File: src/pkg/dds_pkg.sv
// constants shared by the phase accumulator core and its sine table
// assumes a single clock domain; all widths fixed
package dds_pkg;
    // ==========================================================
    // widths
    localparam int ACC_W = 28;
    localparam int PH_W = 12;
    localparam int DAC_W = 10;
    localparam int MAG_W = 9;
    localparam int SEG_W = 4;
    localparam int FRAC_W = 6;
    localparam int TRUNC_LSB = ACC_W - PH_W;
    // ==========================================================
    // values
    localparam logic [DAC_W-1:0] MIDSCALE = 10'h200;
    localparam logic [ACC_W-1:0] ACC_RESET = 28'h000_0000;
    // ==========================================================
    // timing counts in clock cycles
    localparam int START_LAT = 8;
    localparam int ROM_LAT = 3;
    localparam int VLD_DEPTH = START_LAT - 2;
    localparam int MODE_DEPTH = 5;
endpackage
File: src/core/dds_core.sv
// phase accumulator, phase offset adder and sine path feeding the dac word
// assumes tuning words and control bits come from logic on the same clock
//
// Behaviour
// - 28-bit accumulator adds selected word, wraps
// - output frequency is word times clock over 2^28
// - two frequency words, chosen by select bit
// - select switch never clears the accumulator
// - offset added to accumulator top bits
// - two 12-bit offsets, step one 4096th turn
// - phase truncated to 12 bits for address
// - table gives 10-bit amplitude to dac
// - mode bit bypasses the sine table
// - reset bit holds accumulator, output at midscale
// - first sample eight cycles after reset release
// - new word reaches output in 7-8 cycles
`timescale 1ns/1ps
`default_nettype none
module dds_core (
    // clock and reset
    input wire logic clk,
    input wire logic rstn,
    // frequency tuning
    input wire logic [27:0] freq_word_a,
    input wire logic [27:0] freq_word_b,
    input wire logic freq_word_choice,
    // phase offsets
    input wire logic [11:0] phase_word_a,
    input wire logic [11:0] phase_word_b,
    input wire logic phase_choice,
    // control
    input wire logic hold_reset,
    input wire logic mode_bypass,
    // dac side
    output logic [9:0] dac_word,
    output logic sample_valid
);
    // ==========================================================
    // stage 1: capture of tuning and control
    logic [27:0] fa_q;
    logic [27:0] fb_q;
    logic fsel_q;
    logic [11:0] pa_q;
    logic [11:0] pb_q;
    logic psel_q;
    logic byp_q;
    logic run_q;
    logic [27:0] step;
    logic [11:0] offset;

    always_ff @(posedge clk or negedge rstn) begin
        if (!rstn) begin
            fa_q <= dds_pkg::ACC_RESET;
            fb_q <= dds_pkg::ACC_RESET;
            fsel_q <= 1'b0;
        end else begin
            fa_q <= freq_word_a;
            fb_q <= freq_word_b;
            fsel_q <= freq_word_choice;
        end
    end

    always_ff @(posedge clk or negedge rstn) begin
        if (!rstn) begin
            pa_q <= 12'h000;
            pb_q <= 12'h000;
            psel_q <= 1'b0;
        end else begin
            pa_q <= phase_word_a;
            pb_q <= phase_word_b;
            psel_q <= phase_choice;
        end
    end

    // the held words are not touched by the reset bit, only the accumulator
    always_ff @(posedge clk or negedge rstn) begin
        if (!rstn) begin
            run_q <= 1'b0;
            byp_q <= 1'b0;
        end else begin
            run_q <= !hold_reset;
            byp_q <= mode_bypass;
        end
    end

    assign step = fsel_q ? fb_q : fa_q;
    assign offset = psel_q ? pb_q : pa_q;

    // ==========================================================
    // stage 2: accumulator
    // natural 28-bit wrap gives f = word * fclk / 2^28
    logic [27:0] accum;

    always_ff @(posedge clk or negedge rstn) begin
        if (!rstn) begin
            accum <= dds_pkg::ACC_RESET;
        end else if (!run_q) begin
            accum <= dds_pkg::ACC_RESET;
        end else begin
            accum <= 28'(accum + step);
        end
    end

    // ==========================================================
    // stage 3: offset add and truncation
    logic [11:0] phase_addr;

    always_ff @(posedge clk or negedge rstn) begin
        if (!rstn) begin
            phase_addr <= 12'h000;
        end else begin
            phase_addr <= 12'(accum[27:dds_pkg::TRUNC_LSB] + offset);
        end
    end

    // ==========================================================
    // stages 4 to 6: sine table, bypass word kept in step with it
    logic [9:0] rom_word;
    logic [9:0] byp_d [dds_pkg::ROM_LAT];
    logic [dds_pkg::MODE_DEPTH-1:0] mode_pipe;

    dds_sine_rom u_rom (
        .clk(clk),
        .rstn(rstn),
        .addr(phase_addr),
        .word(rom_word)
    );

    always_ff @(posedge clk or negedge rstn) begin
        if (!rstn) begin
            for (int i = 0; i < dds_pkg::ROM_LAT; i++) begin
                byp_d[i] <= dds_pkg::MIDSCALE;
            end
        end else begin
            byp_d[0] <= phase_addr[11:2];
            for (int i = 1; i < dds_pkg::ROM_LAT; i++) begin
                byp_d[i] <= byp_d[i-1];
            end
        end
    end

    // mode travels with the sample it was applied to
    always_ff @(posedge clk or negedge rstn) begin
        if (!rstn) begin
            mode_pipe <= '0;
        end else begin
            mode_pipe <= {mode_pipe[dds_pkg::MODE_DEPTH-2:0], byp_q};
        end
    end

    // ==========================================================
    // stage 7: mode select; stage 8: dac register
    logic [9:0] shaped;
    logic [dds_pkg::VLD_DEPTH-1:0] vld;

    always_ff @(posedge clk or negedge rstn) begin
        if (!rstn) begin
            shaped <= dds_pkg::MIDSCALE;
        end else begin
            shaped <= mode_pipe[dds_pkg::MODE_DEPTH-1] ? byp_d[dds_pkg::ROM_LAT-1] : rom_word;
        end
    end

    always_ff @(posedge clk or negedge rstn) begin
        if (!rstn) begin
            vld <= '0;
        end else begin
            vld <= {vld[dds_pkg::VLD_DEPTH-2:0], run_q};
        end
    end

    // samples still in flight from a held accumulator are masked to midscale
    always_ff @(posedge clk or negedge rstn) begin
        if (!rstn) begin
            dac_word <= dds_pkg::MIDSCALE;
            sample_valid <= 1'b0;
        end else begin
            dac_word <= vld[dds_pkg::VLD_DEPTH-1] ? shaped : dds_pkg::MIDSCALE;
            sample_valid <= vld[dds_pkg::VLD_DEPTH-1];
        end
    end

    // ==========================================================
    // checks
    property p_accum_step;
        @(posedge clk) disable iff (!rstn)
        (run_q && $past(run_q)) |-> (accum == 28'($past(accum) + $past(step)));
    endproperty
    a_accum_step: assert property (p_accum_step) else $error("accumulator step wrong");

    property p_select_continuous;
        @(posedge clk) disable iff (!rstn)
        (run_q && $past(run_q) && $changed(fsel_q)) |=>
            (accum == 28'($past(accum) + ($past(fsel_q) ? $past(fb_q) : $past(fa_q))));
    endproperty
    a_select_continuous: assert property (p_select_continuous)
        else $error("select switch disturbed phase");

    property p_offset_add;
        @(posedge clk) disable iff (!rstn)
        1'b1 |=> (phase_addr == 12'($past(accum[27:16]) + $past(offset)));
    endproperty
    a_offset_add: assert property (p_offset_add) else $error("offset add wrong");

    property p_hold_zero;
        @(posedge clk) disable iff (!rstn)
        !run_q |=> (accum == 28'h000_0000);
    endproperty
    a_hold_zero: assert property (p_hold_zero) else $error("accumulator not held");

    property p_hold_mid;
        @(posedge clk) disable iff (!rstn)
        !run_q |-> ##7 (!sample_valid && dac_word == 10'h200);
    endproperty
    a_hold_mid: assert property (p_hold_mid) else $error("output not midscale in reset");

    property p_start_latency;
        @(posedge clk) disable iff (!rstn)
        (hold_reset ##1 !hold_reset [*8]) |-> (!sample_valid ##1 sample_valid);
    endproperty
    a_start_latency: assert property (p_start_latency)
        else $error("first sample not eight cycles after release");

    // vld[4] now is the bit that masks this word at the dac register two edges later
    property p_bypass_path;
        @(posedge clk) disable iff (!rstn)
        (mode_pipe[4] && vld[4]) |-> ##2 (dac_word == $past(phase_addr[11:2], 5));
    endproperty
    a_bypass_path: assert property (p_bypass_path) else $error("bypass word wrong");

    property p_sine_path;
        @(posedge clk) disable iff (!rstn)
        (!mode_pipe[4] && vld[4]) |-> ##2 (dac_word == $past(rom_word, 2));
    endproperty
    a_sine_path: assert property (p_sine_path) else $error("sine word not forwarded");

    c_release: cover property (@(posedge clk) disable iff (!rstn) $rose(sample_valid));
    c_switch: cover property (@(posedge clk) disable iff (!rstn) run_q && $changed(fsel_q));
    c_bypass: cover property (@(posedge clk) disable iff (!rstn) sample_valid && mode_pipe[4]);
    c_wrap: cover property (@(posedge clk) disable iff (!rstn) run_q && (accum < $past(accum)));
endmodule
`default_nettype wire

File: src/core/dds_sine_rom.sv
// sine table: 12-bit phase address in, 10-bit offset-binary amplitude out
// assumes it is fed from a register on the same clock; latency is three edges
`timescale 1ns/1ps
`default_nettype none
module dds_sine_rom (
    // clock and reset
    input wire logic clk,
    input wire logic rstn,
    // phase in
    input wire logic [11:0] addr,
    // amplitude out
    output logic [9:0] word
);
    // ==========================================================
    // quarter-wave knots with linear interpolation
    // trades a full 4096 entry table for 17 knots and one small multiply
    function automatic logic [8:0] sine_knot(input logic [4:0] k);
        logic [8:0] v;
        v = 9'h000;
        unique case (k)
            5'd0: v = 9'h000;
            5'd1: v = 9'h032;
            5'd2: v = 9'h064;
            5'd3: v = 9'h094;
            5'd4: v = 9'h0c4;
            5'd5: v = 9'h0f1;
            5'd6: v = 9'h11c;
            5'd7: v = 9'h144;
            5'd8: v = 9'h169;
            5'd9: v = 9'h18b;
            5'd10: v = 9'h1a9;
            5'd11: v = 9'h1c3;
            5'd12: v = 9'h1d8;
            5'd13: v = 9'h1e9;
            5'd14: v = 9'h1f5;
            5'd15: v = 9'h1fd;
            default: v = 9'h1ff;
        endcase
        return v;
    endfunction

    logic [9:0] quarter;
    logic [4:0] seg;
    logic [8:0] base_a;
    logic [8:0] diff_a;
    logic [5:0] frac_a;
    logic neg_a;
    logic [8:0] mag_b;
    logic neg_b;
    logic [14:0] prod;

    // odd quadrants run backwards through the quarter wave
    assign quarter = addr[10] ? ~addr[9:0] : addr[9:0];
    assign seg = {1'b0, quarter[9:6]};
    assign prod = 15'(diff_a * frac_a);

    // ==========================================================
    // stage a: knot fetch
    always_ff @(posedge clk or negedge rstn) begin
        if (!rstn) begin
            base_a <= 9'h000;
            diff_a <= 9'h000;
            frac_a <= 6'h00;
            neg_a <= 1'b0;
        end else begin
            base_a <= sine_knot(seg);
            diff_a <= 9'(sine_knot(5'(seg + 5'd1)) - sine_knot(seg));
            frac_a <= quarter[5:0];
            neg_a <= addr[11];
        end
    end

    // stage b: interpolate
    always_ff @(posedge clk or negedge rstn) begin
        if (!rstn) begin
            mag_b <= 9'h000;
            neg_b <= 1'b0;
        end else begin
            mag_b <= 9'(base_a + 9'(prod >> dds_pkg::FRAC_W));
            neg_b <= neg_a;
        end
    end

    // stage c: fold sign around midscale
    always_ff @(posedge clk or negedge rstn) begin
        if (!rstn) begin
            word <= dds_pkg::MIDSCALE;
        end else begin
            word <= neg_b ? 10'(dds_pkg::MIDSCALE - mag_b) : 10'(dds_pkg::MIDSCALE + mag_b);
        end
    end

    // ==========================================================
    // checks
    property p_rom_zero;
        @(posedge clk) disable iff (!rstn)
        (addr == 12'h000) |-> ##3 (word == 10'h200);
    endproperty
    a_rom_zero: assert property (p_rom_zero) else $error("sine zero not midscale");

    property p_rom_peak;
        @(posedge clk) disable iff (!rstn)
        (addr == 12'h400) |-> ##3 (word == 10'h3fe);
    endproperty
    a_rom_peak: assert property (p_rom_peak) else $error("sine peak wrong");

    property p_rom_trough;
        @(posedge clk) disable iff (!rstn)
        (addr == 12'hc00) |-> ##3 (word == 10'h002);
    endproperty
    a_rom_trough: assert property (p_rom_trough) else $error("sine trough wrong");
endmodule
`default_nettype wire

File: config.mk
export PLATFORM = sky130hd
export DESIGN_NAME = dds_core
export DESIGN_NICKNAME = d
export VERILOG_FILES = /design/src/pkg/dds_pkg.sv /design/src/core/dds_core.sv /design/src/core/dds_sine_rom.sv
export SDC_FILE = /design/constraint.sdc
export NUM_CORES = 1
export LEC_CHECK = 0
export BUFFER_PORTS_ARGS = -buffer_cell sky130_fd_sc_hd__buf_2
export CORE_UTILIZATION = 60
export CTS_CLUSTER_SIZE = 28
export DETAILED_ROUTE_END_ITERATION = 6
export GPL_ROUTABILITY_DRIVEN = 0
export PLACE_DENSITY_LB_ADDON = 0.15
export SYNTH_ARGS = -nofsm -noshare
export SYNTH_HDL_FRONTEND = slang
export SYNTH_SLANG_ARGS = --single-unit
File: constraint.sdc
create_clock -name clk -period 5.25 [get_ports clk]
set_input_delay 1.05 -clock clk [delete_from_list [all_inputs] [get_ports clk]]
set_output_delay 1.05 -clock clk [all_outputs]
set_load 0.005 [all_outputs]
==> results.py, run 1 <==
metrics = {
    "timing": {
        "final_hold_viol_count": 0,
        "fmax_ghz": 0.198,
        "slew_viol_final": 0,
        "fin_crit_sh_pct": 96.0,
        "fin_crit_ns": 5.04,
        "rsz0062_at_grt": "false",
        "fin_skew_ns": 0.0136,
        "setup_viol": 0,
        "setup_tns_ns": 0,
        "worst_pin_slew_ns": 1.20,
        "slew_headroom_pct": 19.1,
    },
    "finish": {
        "area_growth_pct": 14.6,
        "most-common-layout-cells": "dfrtp_1, buf_2, ha_1",
        "diodes": 0,
        "fillCellCount": 1329,
        "final_layout_size_suffix_gt1_share_pct": 20.4,
        "finalNetCount": 1321,
        "mostFrequentLayoutCell": "dfrtp_1",
    },
    "critical_path": {
        "reg2reg_to": "u_rom.mag_b[8]$_DFF_PN0_",
        "critPathKind": "reg -> reg",
        "cp_data_arrival_time_ns": 5.42,
        "cp-end-kind": "flip-flop",
        "reg2reg_from": "u_rom.diff_a[5]$_DFF_PN0_",
        "worstPathRequired_ns": 5.63,
        "cp_max_fo": 6,
        "r2r_cells": 20,
        "crit_path_start_kind": "flip-flop",
        "r2r_setup_slack_ns": 0.21,
    },
    "drt": {
        "drc_errors": 0,
        "first_pass_iters": 5,
        "vias": 7515,
        "drt-total-wl_mm": 21.5,
        "avgRoutedWirePerCell_um": 15.7,
        "first_iter_violations": 487,
        "ant_nets": 0,
        "via_per_inst": 5.48,
    },
    "floorplan": {
        "die_h_um": 141,
        "die_area_um2": 19800,
        "core_um2": 18800,
        "initial_core_util_pct": 61.5,
        "chipWidth_um": 141,
        "rows": 50,
        "pin_count": 97,
    },
    "yosys": {
        "ys_ff_latch": 231,
        "synth_seq_area_share_pct": 50.1,
        "yosysWarnings": 0,
        "synthArstFlopShare_pct": 100,
        "syn_area_um2": 11500,
        "synthFlopType": "dfrtp_1",
        "synth_enable_flop_cells": 0,
        "avgSynthCellArea_um2": 11.4,
        "yosysUniqueCellTypes": 63,
        "syn_inst": 1011,
        "synthesis.nets": 1212,
    },
    "min_path": {
        "min_to": "byp_d[17]$_DFF_PN0_",
        "min_path_type": "reg -> reg",
        "hold_depth": 0,
        "holdCritStartpoint": "byp_d[27]$_DFF_PN0_",
    },
    "clock_network": {
        "cts-root-buf": "clkbuf_16",
        "clkSlewWorstSetupHoldPaths_ns": 0.06,
        "holdBufCountCts": 0,
        "cts.sinks": 231,
        "cts_made_buffers": 24,
        "htreeDepth": 1,
        "cts_tree": "done",
        "cts_buffer_depth": 3,
        "clkLatencyLatePin_ns": 0.51,
    },
    "global_route": {
        "grt_util_all_layers_pct": 23.2,
        "grt_max_degree": 139,
        "grt_pass1_vias": 7597,
        "global_route.overflow_total": 0,
        "grt_pass1_wl_mm": 36.5,
        "grt_antenna_before_repair": 0,
    },
    "placed_design": {
        "dp_hpwl_mm": 15.4,
        "portBuffers": 96,
    },
    "job": {
        "max-cap-violations": 0,
    },
    "run_status": {
        "status": "completed",
    },
}
[flip-flops by register name, indices dropped and copies added, names as in the netlist, 5 cells and up]
signal	count
pa_q	12
shaped	10
dac_word	10
fb_q	28
fa_q	28
vld	6
accum	28
pb_q	12
u_rom.mag_b	9
u_rom.word	10
byp_d	30
u_rom.frac_a	6
phase_addr	12
u_rom.diff_a	9
u_rom.base_a	9
mode_pipe	5
[logic make-up after synthesis]
family                     after synthesis  share of synthesized area (%)
buffers and inverters                   93                           3.07
adders and majority gates              115                           14.5
AOI/OAI and AO/OA                      179                           9.92
DFF                                    231                           50.1
and+or+nand+nor                        268                           11.4
muxes                                   60                           5.73
xor gates and xnor gates                65                           5.19
[worst max path at each step]
stage / start / endpoint / slack (ns) / depth (start not counted)
global placement: u_rom.frac_a[5]$_DFF_PN0_ / u_rom.mag_b[8]$_DFF_PN0_ / 0.19 / 20
detailed placement: u_rom.frac_a[5]$_DFF_PN0_ / u_rom.mag_b[8]$_DFF_PN0_ / 0.07 / 20
global route: u_rom.frac_a[4]$_DFF_PN0_ / u_rom.mag_b[8]$_DFF_PN0_ / 0.01 / 20
finish: u_rom.diff_a[5]$_DFF_PN0_ / u_rom.mag_b[8]$_DFF_PN0_ / 0.21 / 20
CTS: u_rom.frac_a[5]$_DFF_PN0_ / u_rom.mag_b[8]$_DFF_PN0_ / 0.07 / 20
floorplan: u_rom.frac_a[5]$_DFF_PN0_ / u_rom.mag_b[8]$_DFF_PN0_ / 0.42 / 20
[area by class of cell]
| class | instances | area [µm²] | area share, % |
|---|---|---|---|
| Clock buffer | 34 | 729 | 5.52 |
| Clock inverter | 10 | 116 | 0.880 |
| Inverter | 69 | 259 | 1.96 |
| Multi-Input combinational cell | 687 | 5460 | 41.3 |
| Sequential cell | 231 | 5800 | 43.8 |
| Tap cell | 234 | 293 | 2.21 |
| Timing Repair Buffer | 107 | 573 | 4.33 |
[layer usage]
| layer | up-vias | GRT usage [%] | part of all wire (%) |
|---|---|---|---|
| met5 | - | 0 | 0 |
| met3 | 36 | 2.55 | 4.0 |
| li1 | 3656 | - | - |
| met1 | 3633 | 31.7 | 45 |
| met4 | 0 | 6.06 | 2.0 |
| met2 | 190 | 39.7 | 49 |
[cell usage after synthesis, drive strengths merged (2+ instances only)]
cell    count  area, µm²
o21a       11       82.6
a221oi      2       35.0
and3        7       48.8
a31oi      10       62.6
xor2       23        224
mux2       49        552
nor3       20        100
o21ai      44        224
buf         4       20.0
ha         83       1040
or4         2       15.0
nand3      10       50.1
nand4       4       25.0
or3         2       12.5
and2       58        363
dfstp       6        158
xnor2      42        375
mux2i      11        110
o32ai       2       17.5
o31ai       2       15.0
nor2       67        259
o41ai       4       35.0
fa         32        641
a21boi      2       15.0
a22o        2       26.3
a21o       18        135
dfrtp     225       5630
a211oi      3       22.5
clkbuf     20       75.1
nor2b       7       43.8
o22ai       4       25.0
nand2b     13       81.3
or2         2       12.5
nor4        6       37.5
o22a        2       17.5
nand2      69        259
a21oi      56        280
inv        68        255
a221o       4       40.0
o21bai      3       22.5
[timing repair]
action,4_1_cts,5_1_grt
hold endpoints to repair,0,0
endpoints found under the setup margin,1,3
setup buffers,0,5
pin swaps,0,7
resized for setup,2,15
[critical path, cell delays in order (launching register included)]
cell	delay, ns
dfrtp_1	0.43
and2_1	0.20
fa_1	0.50
fa_1	0.55
inv_1	0.06
fa_1	0.53
inv_1	0.06
ha_4	0.25
and2_4	0.17
a221o_1	0.36
a31oi_4	0.18
nor2b_1	0.08
o21a_1	0.18
nor3_1	0.13
nor2_1	0.07
ha_1	0.36
nand2_1	0.10
o21ai_2	0.08
o41ai_2	0.34
xnor2_1	0.14
xnor2_1	0.14
[through the flow]
stage | cell area (µm²) | setup slack, ns | utilization [%] | std cells | hold WS, ns
after floorplan | 11500 | 0.418 | - | 1011 | 0.331
after global placement | 12300 | 0.195 | 65.4 | 1323 | 0.332
after detailed placement | 12300 | 0.0703 | 65.4 | 1323 | 0.336
after CTS | 13100 | 0.0651 | 70.0 | 1367 | 0.350
after global routing | 13200 | 0.0116 | 70.5 | 1372 | 0.356
final | 13200 | 0.210 | 70.5 | 1372 | 0.348
Power of run 1 is not shown: default switching activity piles up to over one toggle a cycle in this logic, so the estimate is an artifact.
==> run 2: changes to the inputs <==
- CORE_UTILIZATION: 60 -> 50
- SLEW_MARGIN: default -> 10
- SYNTH_HIERARCHICAL: default -> 1
==> run 2 against run 1 <==
Effect of this change:
- first-iteration DRC count fell by 36%
- design area fell by 0.66%
- sequential share of layout area rose by 0.23 points
- critical path depth fell by 1
- non-clock buffer count fell by 2
- flip-flop and latch count did not move
- highest routed layer unchanged
- synthesized area fell by 0.47%
- largest cell class unchanged
- global-route usage fell by 4.2 points
- critical endpoint is now u_rom/mag_b[7]$_DFF_PN0_
==> results.py, run 2 <==
metrics = {
    "run_status": {
        "status": "completed",
    },
    "drt": {
        "first_iter_violations": 314,
        "drt-total-wl_mm": 21.1,
        "avgRoutedWirePerCell_um": 15.2,
        "vias": 7248,
        "first_pass_iters": 5,
        "ant_nets": 0,
        "via_per_inst": 5.22,
        "drc_errors": 0,
    },
    "clock_network": {
        "htreeDepth": 1,
        "cts_buffer_depth": 3,
        "cts_made_buffers": 24,
        "cts-root-buf": "clkbuf_16",
        "cts.sinks": 231,
        "clkSlewWorstSetupHoldPaths_ns": 0.06,
        "clkLatencyLatePin_ns": 0.51,
        "cts_tree": "done",
    },
    "timing": {
        "setup_viol": 0,
        "fmax_ghz": 0.201,
        "fin_crit_sh_pct": 94.8,
        "fin_skew_ns": 0.0143,
        "worst_pin_slew_ns": 0.855,
        "setup_tns_ns": 0,
        "holdWs_ns": 0.346,
        "final_hold_viol_count": 0,
        "slew_headroom_pct": 43.0,
        "fin_crit_ns": 4.98,
        "slew_viol_final": 0,
        "rsz0062_at_grt": "false",
    },
    "yosys": {
        "synth_seq_area_share_pct": 50.4,
        "avgSynthCellArea_um2": 11.8,
        "yosysUniqueCellTypes": 70,
        "syn_area_um2": 11500,
        "synth_top_area_cell": "dfrtp_1",
        "synth.most_common_cell": "dfrtp_1",
        "synth_enable_flop_cells": 0,
        "ys_ff_latch": 231,
        "synthesis.nets": 1177,
        "yosysWarnings": 6,
        "synth_area_leaders": "dfrtp_1, ha_1, fa_1",
        "syn_inst": 976,
        "synthArstFlopShare_pct": 100,
        "synthFlopType": "dfrtp_1",
        "synthTopCellsByCount": "dfrtp_1, ha_1, inv_1",
        "synth.top_cell.area_share_pct": 49.0,
    },
    "floorplan": {
        "die_area_um2": 23600,
        "die_h_um": 154,
        "core_um2": 22600,
        "rows": 55,
        "initial_core_util_pct": 50.9,
        "pin_count": 97,
        "chipWidth_um": 154,
    },
    "finish": {
        "largest_register": "byp_d",
        "most-common-layout-cells": "dfrtp_1, buf_2, ha_1",
        "fillCellCount": 1927,
        "fin_util_pct": 58.2,
        "fin_cells": 1388,
        "largest_reg_flops": 30,
        "mostFrequentLayoutCell": "dfrtp_1",
        "final_layout_size_suffix_gt1_share_pct": 19.9,
        "finalNetCount": 1287,
        "area_growth_pct": 14.4,
        "diodes": 0,
    },
    "placed_design": {
        "dp_hpwl_mm": 15.7,
        "portBuffers": 96,
        "dp.cells": 1345,
    },
    "critical_path": {
        "worstPathRequired_ns": 5.69,
        "cp-end-kind": "flip-flop",
        "cp_data_arrival_time_ns": 5.42,
        "cp_max_fo": 9,
        "max_stage_delay_ns": 0.55,
        "slowest_stage": "fa_1",
        "crit_path_start_kind": "flip-flop",
        "path_cells": "and2_1 -> fa_1 -> inv_1 -> fa_1 -> fa_1 -> inv_1 -> ha_1 -> a21oi_1 -> o21ai_0 -> buf_4 -> a21oi_1 -> xnor2_2 -> ha_1 -> a21o_1 -> a21oi_1 -> o21ai_0 -> or4_1 -> o311ai_0 -> xnor2_1",
        "critPathKind": "reg -> reg",
    },
    "min_path": {
        "min_path_type": "reg -> reg",
    },
    "global_route": {
        "grt_antenna_before_repair": 0,
        "grt_pass1_vias": 7238,
        "global_route.overflow_total": 0,
        "grt_pass1_wl_mm": 35.8,
        "grt_max_degree": 118,
        "grt_util_all_layers_pct": 18.9,
    },
    "job": {
        "max-cap-violations": 0,
    },
}
## run 2: kinds of logic (layout without fill, tap and decap cells)
kind of cell / Yosys count / in the layout / synth area share [%]
AO/OA/AOI/OAI: 174 / 174 / 9.94
XOR/XNOR: 74 / 74 / 6.00
adder cells (fa/ha/maj): 115 / 115 / 14.6
buffers and inverters: 85 / 212 / 2.88
flip-flops: 231 / 231 / 50.4
multiplexers: 53 / 53 / 5.15
AND/OR/NAND/NOR: 244 / 244 / 11.0
## run 2: path summary, 6_finish.rpt
kind                       slack, ns  cells after the start                        to                 startpoint
min in group asynchronous       0.60                      1     dac_word[7]$_DFF_PN0_                       rstn
hold / removal                  0.35                      0          vld[3]$_DFF_PN0_           vld[2]$_DFF_PN0_
max in group asynchronous       3.51                      2       accum[22]$_DFF_PN0_                       rstn
setup reg to reg                0.27                     19  u_rom/mag_b[7]$_DFF_PN0_  u_rom/frac_a[2]$_DFF_PN0_
setup / recovery                0.27                     19  u_rom/mag_b[7]$_DFF_PN0_  u_rom/frac_a[2]$_DFF_PN0_
hold reg to reg                 0.35                      0          vld[3]$_DFF_PN0_           vld[2]$_DFF_PN0_
## run 2: cell type report
type | instances | area [µm²] | share of cell area [%]
well taps | 285 | 357 | 2.71
clock inverters | 12 | 129 | 0.981
inverters | 64 | 240 | 1.83
clock buffers | 31 | 677 | 5.15
flip-flops and latches | 231 | 5790 | 44.1
repair buffers | 105 | 571 | 4.34
multi-input cells | 660 | 5380 | 40.9
## run 2: per-stage QoR
stage / instance area, µm² / setup slack [ns]
after floorplan: 11500 / 0.554
after global routing: 13100 / 0.0185
after detailed placement: 12300 / 0.261
final: 13100 / 0.271
after global placement: 12300 / 0.373
after CTS: 13100 / 0.229
## run 2: critical path: cells and delay by family (launching register included)
family                   cells  cell delay, ns
buffers and inverters        3            0.25
adder cells (fa/ha/maj)      5            2.11
AO/OA/AOI/OAI                7            1.14
AND/OR/NAND/NOR              2            0.62
flip-flops                   1            0.46
XOR/XNOR                     2            0.32
## run 2: timing repair
item	in CTS	in global routing
setup endpoints to repair	0	1
hold buffers	0	0
resized for setup	0	2
buffers inserted	0	0
## run 2: layer usage
metal	track usage, %	wire (µm)	up-vias
met1	25.9	9670	3499
met2	31.7	10300	146
li1	-	-	3567
met3	2.37	598	36
met4	5.57	496	0
met5	0	0	-
Power of run 2 is left out for the same reason.
==> run 3: changes to the inputs <==
- BUFFER_PORTS_ARGS: -buffer_cell sky130_fd_sc_hd__buf_2 -> default
- CORE_ASPECT_RATIO: default -> 0.6
- DONT_BUFFER_PORTS: default -> 1
==> run 3 against run 2 <==
Effect of this change:
- critical path depth decreased by 1
- global-route usage increased by 1.8 points
- design area decreased by 3.8%
- worst setup slack improved by 0.099 ns
- worst hold slack got worse by 0.11 ns
- register-to-register slack improved by 0.099 ns
- die area about the same
- wire length increased by 9.5%
- sequential share of layout area increased by 1.8 points
- non-clock buffer count decreased by 96
- via count decreased by 1.8%
==> results.py, run 3 (synthesis results as in run 2) <==
metrics = {
    "run_status": {
        "status": "completed",
    },
    "critical_path": {
        "worstPathRequired_ns": 5.68,
        "cp-end-kind": "flip-flop",
        "max_stage_delay_ns": 0.54,
        "cp_max_fo": 9,
        "slowest_stage": "fa_1",
        "crit_path_frequent_cell": "fa_1",
        "path_cells": "and2_1 -> fa_1 -> fa_1 -> inv_1 -> fa_1 -> inv_1 -> ha_1 -> o21a_1 -> o21a_1 -> o221a_2 -> nor2_2 -> xnor2_1 -> ha_1 -> nand2_1 -> o21ai_0 -> or4_1 -> o311ai_0 -> xnor2_1",
        "cp_top_family": "adder cells",
        "critPathKind": "reg -> reg",
        "cp_data_arrival_time_ns": 5.31,
        "crit_path_start_kind": "flip-flop",
        "path_buf_inv": 2,
    },
    "finish": {
        "mostFrequentLayoutCell": "dfrtp_1",
        "most-common-layout-cells": "dfrtp_1, ha_1, inv_1",
        "fillCellCount": 1889,
        "largest_reg_flops": 30,
        "largest_register": "byp_d",
        "fin_util_pct": 56.7,
        "multiInputGateArea_um2": 5380,
        "area_growth_pct": 9.97,
        "finalNetCount": 1189,
        "final_layout_size_suffix_gt1_share_pct": 11.6,
        "seq_area_um2": 5790,
    },
    "timing": {
        "worst_pin_slew_ns": 0.882,
        "setup_tns_ns": 0,
        "setup_viol": 0,
        "fmax_ghz": 0.205,
        "holdWs_ns": 0.236,
        "fin_skew_ns": 0.0165,
        "rsz0062_at_grt": "false",
        "fin_crit_ns": 4.88,
        "final_hold_viol_count": 0,
        "slew_headroom_pct": 40.9,
        "fin_crit_sh_pct": 93.0,
        "slew_viol_final": 0,
    },
    "clock_network": {
        "cts_tree": "done",
        "cts_setup_buffers": 0,
        "cts_resized": 0,
        "holdBufCountCts": 0,
        "clkSlewWorstSetupHoldPaths_ns": 0.07,
        "cts_buffer_depth": 3,
        "clkLatencyLatePin_ns": 0.51,
        "htreeDepth": 1,
        "cts-root-buf": "clkbuf_16",
        "cts_made_buffers": 22,
        "cts.sinks": 231,
    },
    "min_path": {
        "min_path_type": "in -> async",
    },
    "global_route": {
        "grt_pass1_vias": 6880,
        "grt_max_degree": 232,
        "grt_util_all_layers_pct": 20.7,
        "global_route.overflow_total": 0,
        "grt_pass1_wl_mm": 37.6,
        "grt_antenna_before_repair": 4,
    },
    "floorplan": {
        "initial_core_util_pct": 51.6,
        "core_um2": 22300,
        "chipWidth_um": 198,
        "rows": 42,
        "pin_count": 97,
        "die_h_um": 119,
        "die_area_um2": 23600,
    },
    "drt": {
        "drc_errors": 0,
        "via_per_inst": 5.41,
        "first_pass_iters": 5,
        "avgRoutedWirePerCell_um": 17.6,
        "drt-total-wl_mm": 23.1,
        "ant_nets": 0,
        "first_iter_violations": 429,
        "vias": 7115,
    },
    "placed_design": {
        "portBuffers": 0,
        "dp_hpwl_mm": 17.0,
    },
    "job": {
        "max-cap-violations": 0,
    },
}
==> run 3: cell types whose count changed in the layout (fill, tap and decap cells not counted), moves of 2 or more <==
cell,before,now
clkinv_4,1,3
clkinv_2,7,2
buf_2,95,0
diode_2,0,3
clkbuf_8,5,1
clkbuf_1,2,6
bufinv_16,2,4
==> run 3: final cells by class <==
cell class,instances,share of cell area (%)
inverters,64,1.90
well taps,308,3.05
repair buffers,9,0.535
diodes,3,0.0594
flip-flops and latches,231,45.8
clock inverters,9,1.24
clock buffers,30,4.84
multi-input cells,660,42.6
==> run 3: per-stage QoR <==
| step | std cells | cell area [µm²] | setup WS [ns] |
|---|---|---|---|
| final | 1314 | 12600 | 0.370 |
| after global routing | 1314 | 12600 | 0.0338 |
| after CTS | 1311 | 12600 | 0.285 |
| after detailed placement | 1272 | 11900 | 0.304 |
| after global placement | 1272 | 11900 | 0.402 |
| after floorplan | 976 | 11500 | 0.554 |
==> run 3: final timing paths <==
| path | startpoint | endpoint | slack, ns | depth (start not counted) |
|---|---|---|---|---|
| max | u_rom/frac_a[4]$_DFF_PN0_ | u_rom/mag_b[7]$_DFF_PN0_ | 0.37 | 18 |
| min | rstn | fsel_q$_DFF_PN0_ | 0.24 | 0 |
| max reg2reg | u_rom/frac_a[4]$_DFF_PN0_ | u_rom/mag_b[7]$_DFF_PN0_ | 0.37 | 18 |
| min reg2reg | mode_pipe[1]$_DFF_PN0_ | mode_pipe[2]$_DFF_PN0_ | 0.35 | 0 |
| max in group asynchronous | rstn | shaped[9]$_DFF_PN1_ | 4.76 | 0 |
| min in group clk | mode_pipe[1]$_DFF_PN0_ | mode_pipe[2]$_DFF_PN0_ | 0.35 | 0 |
==> run 3: metal layers <==
| layer | vias up | global-route usage [%] | share of wire (%) |
|---|---|---|---|
| li1 | 3379 | - | - |
| met5 | - | 0 | 0 |
| met1 | 3496 | 35.5 | 56 |
| met4 | 0 | 4.36 | 1.3 |
| met2 | 216 | 24.9 | 36 |
| met3 | 24 | 5.47 | 6.9 |
Power of run 3 is left out for the same reason.
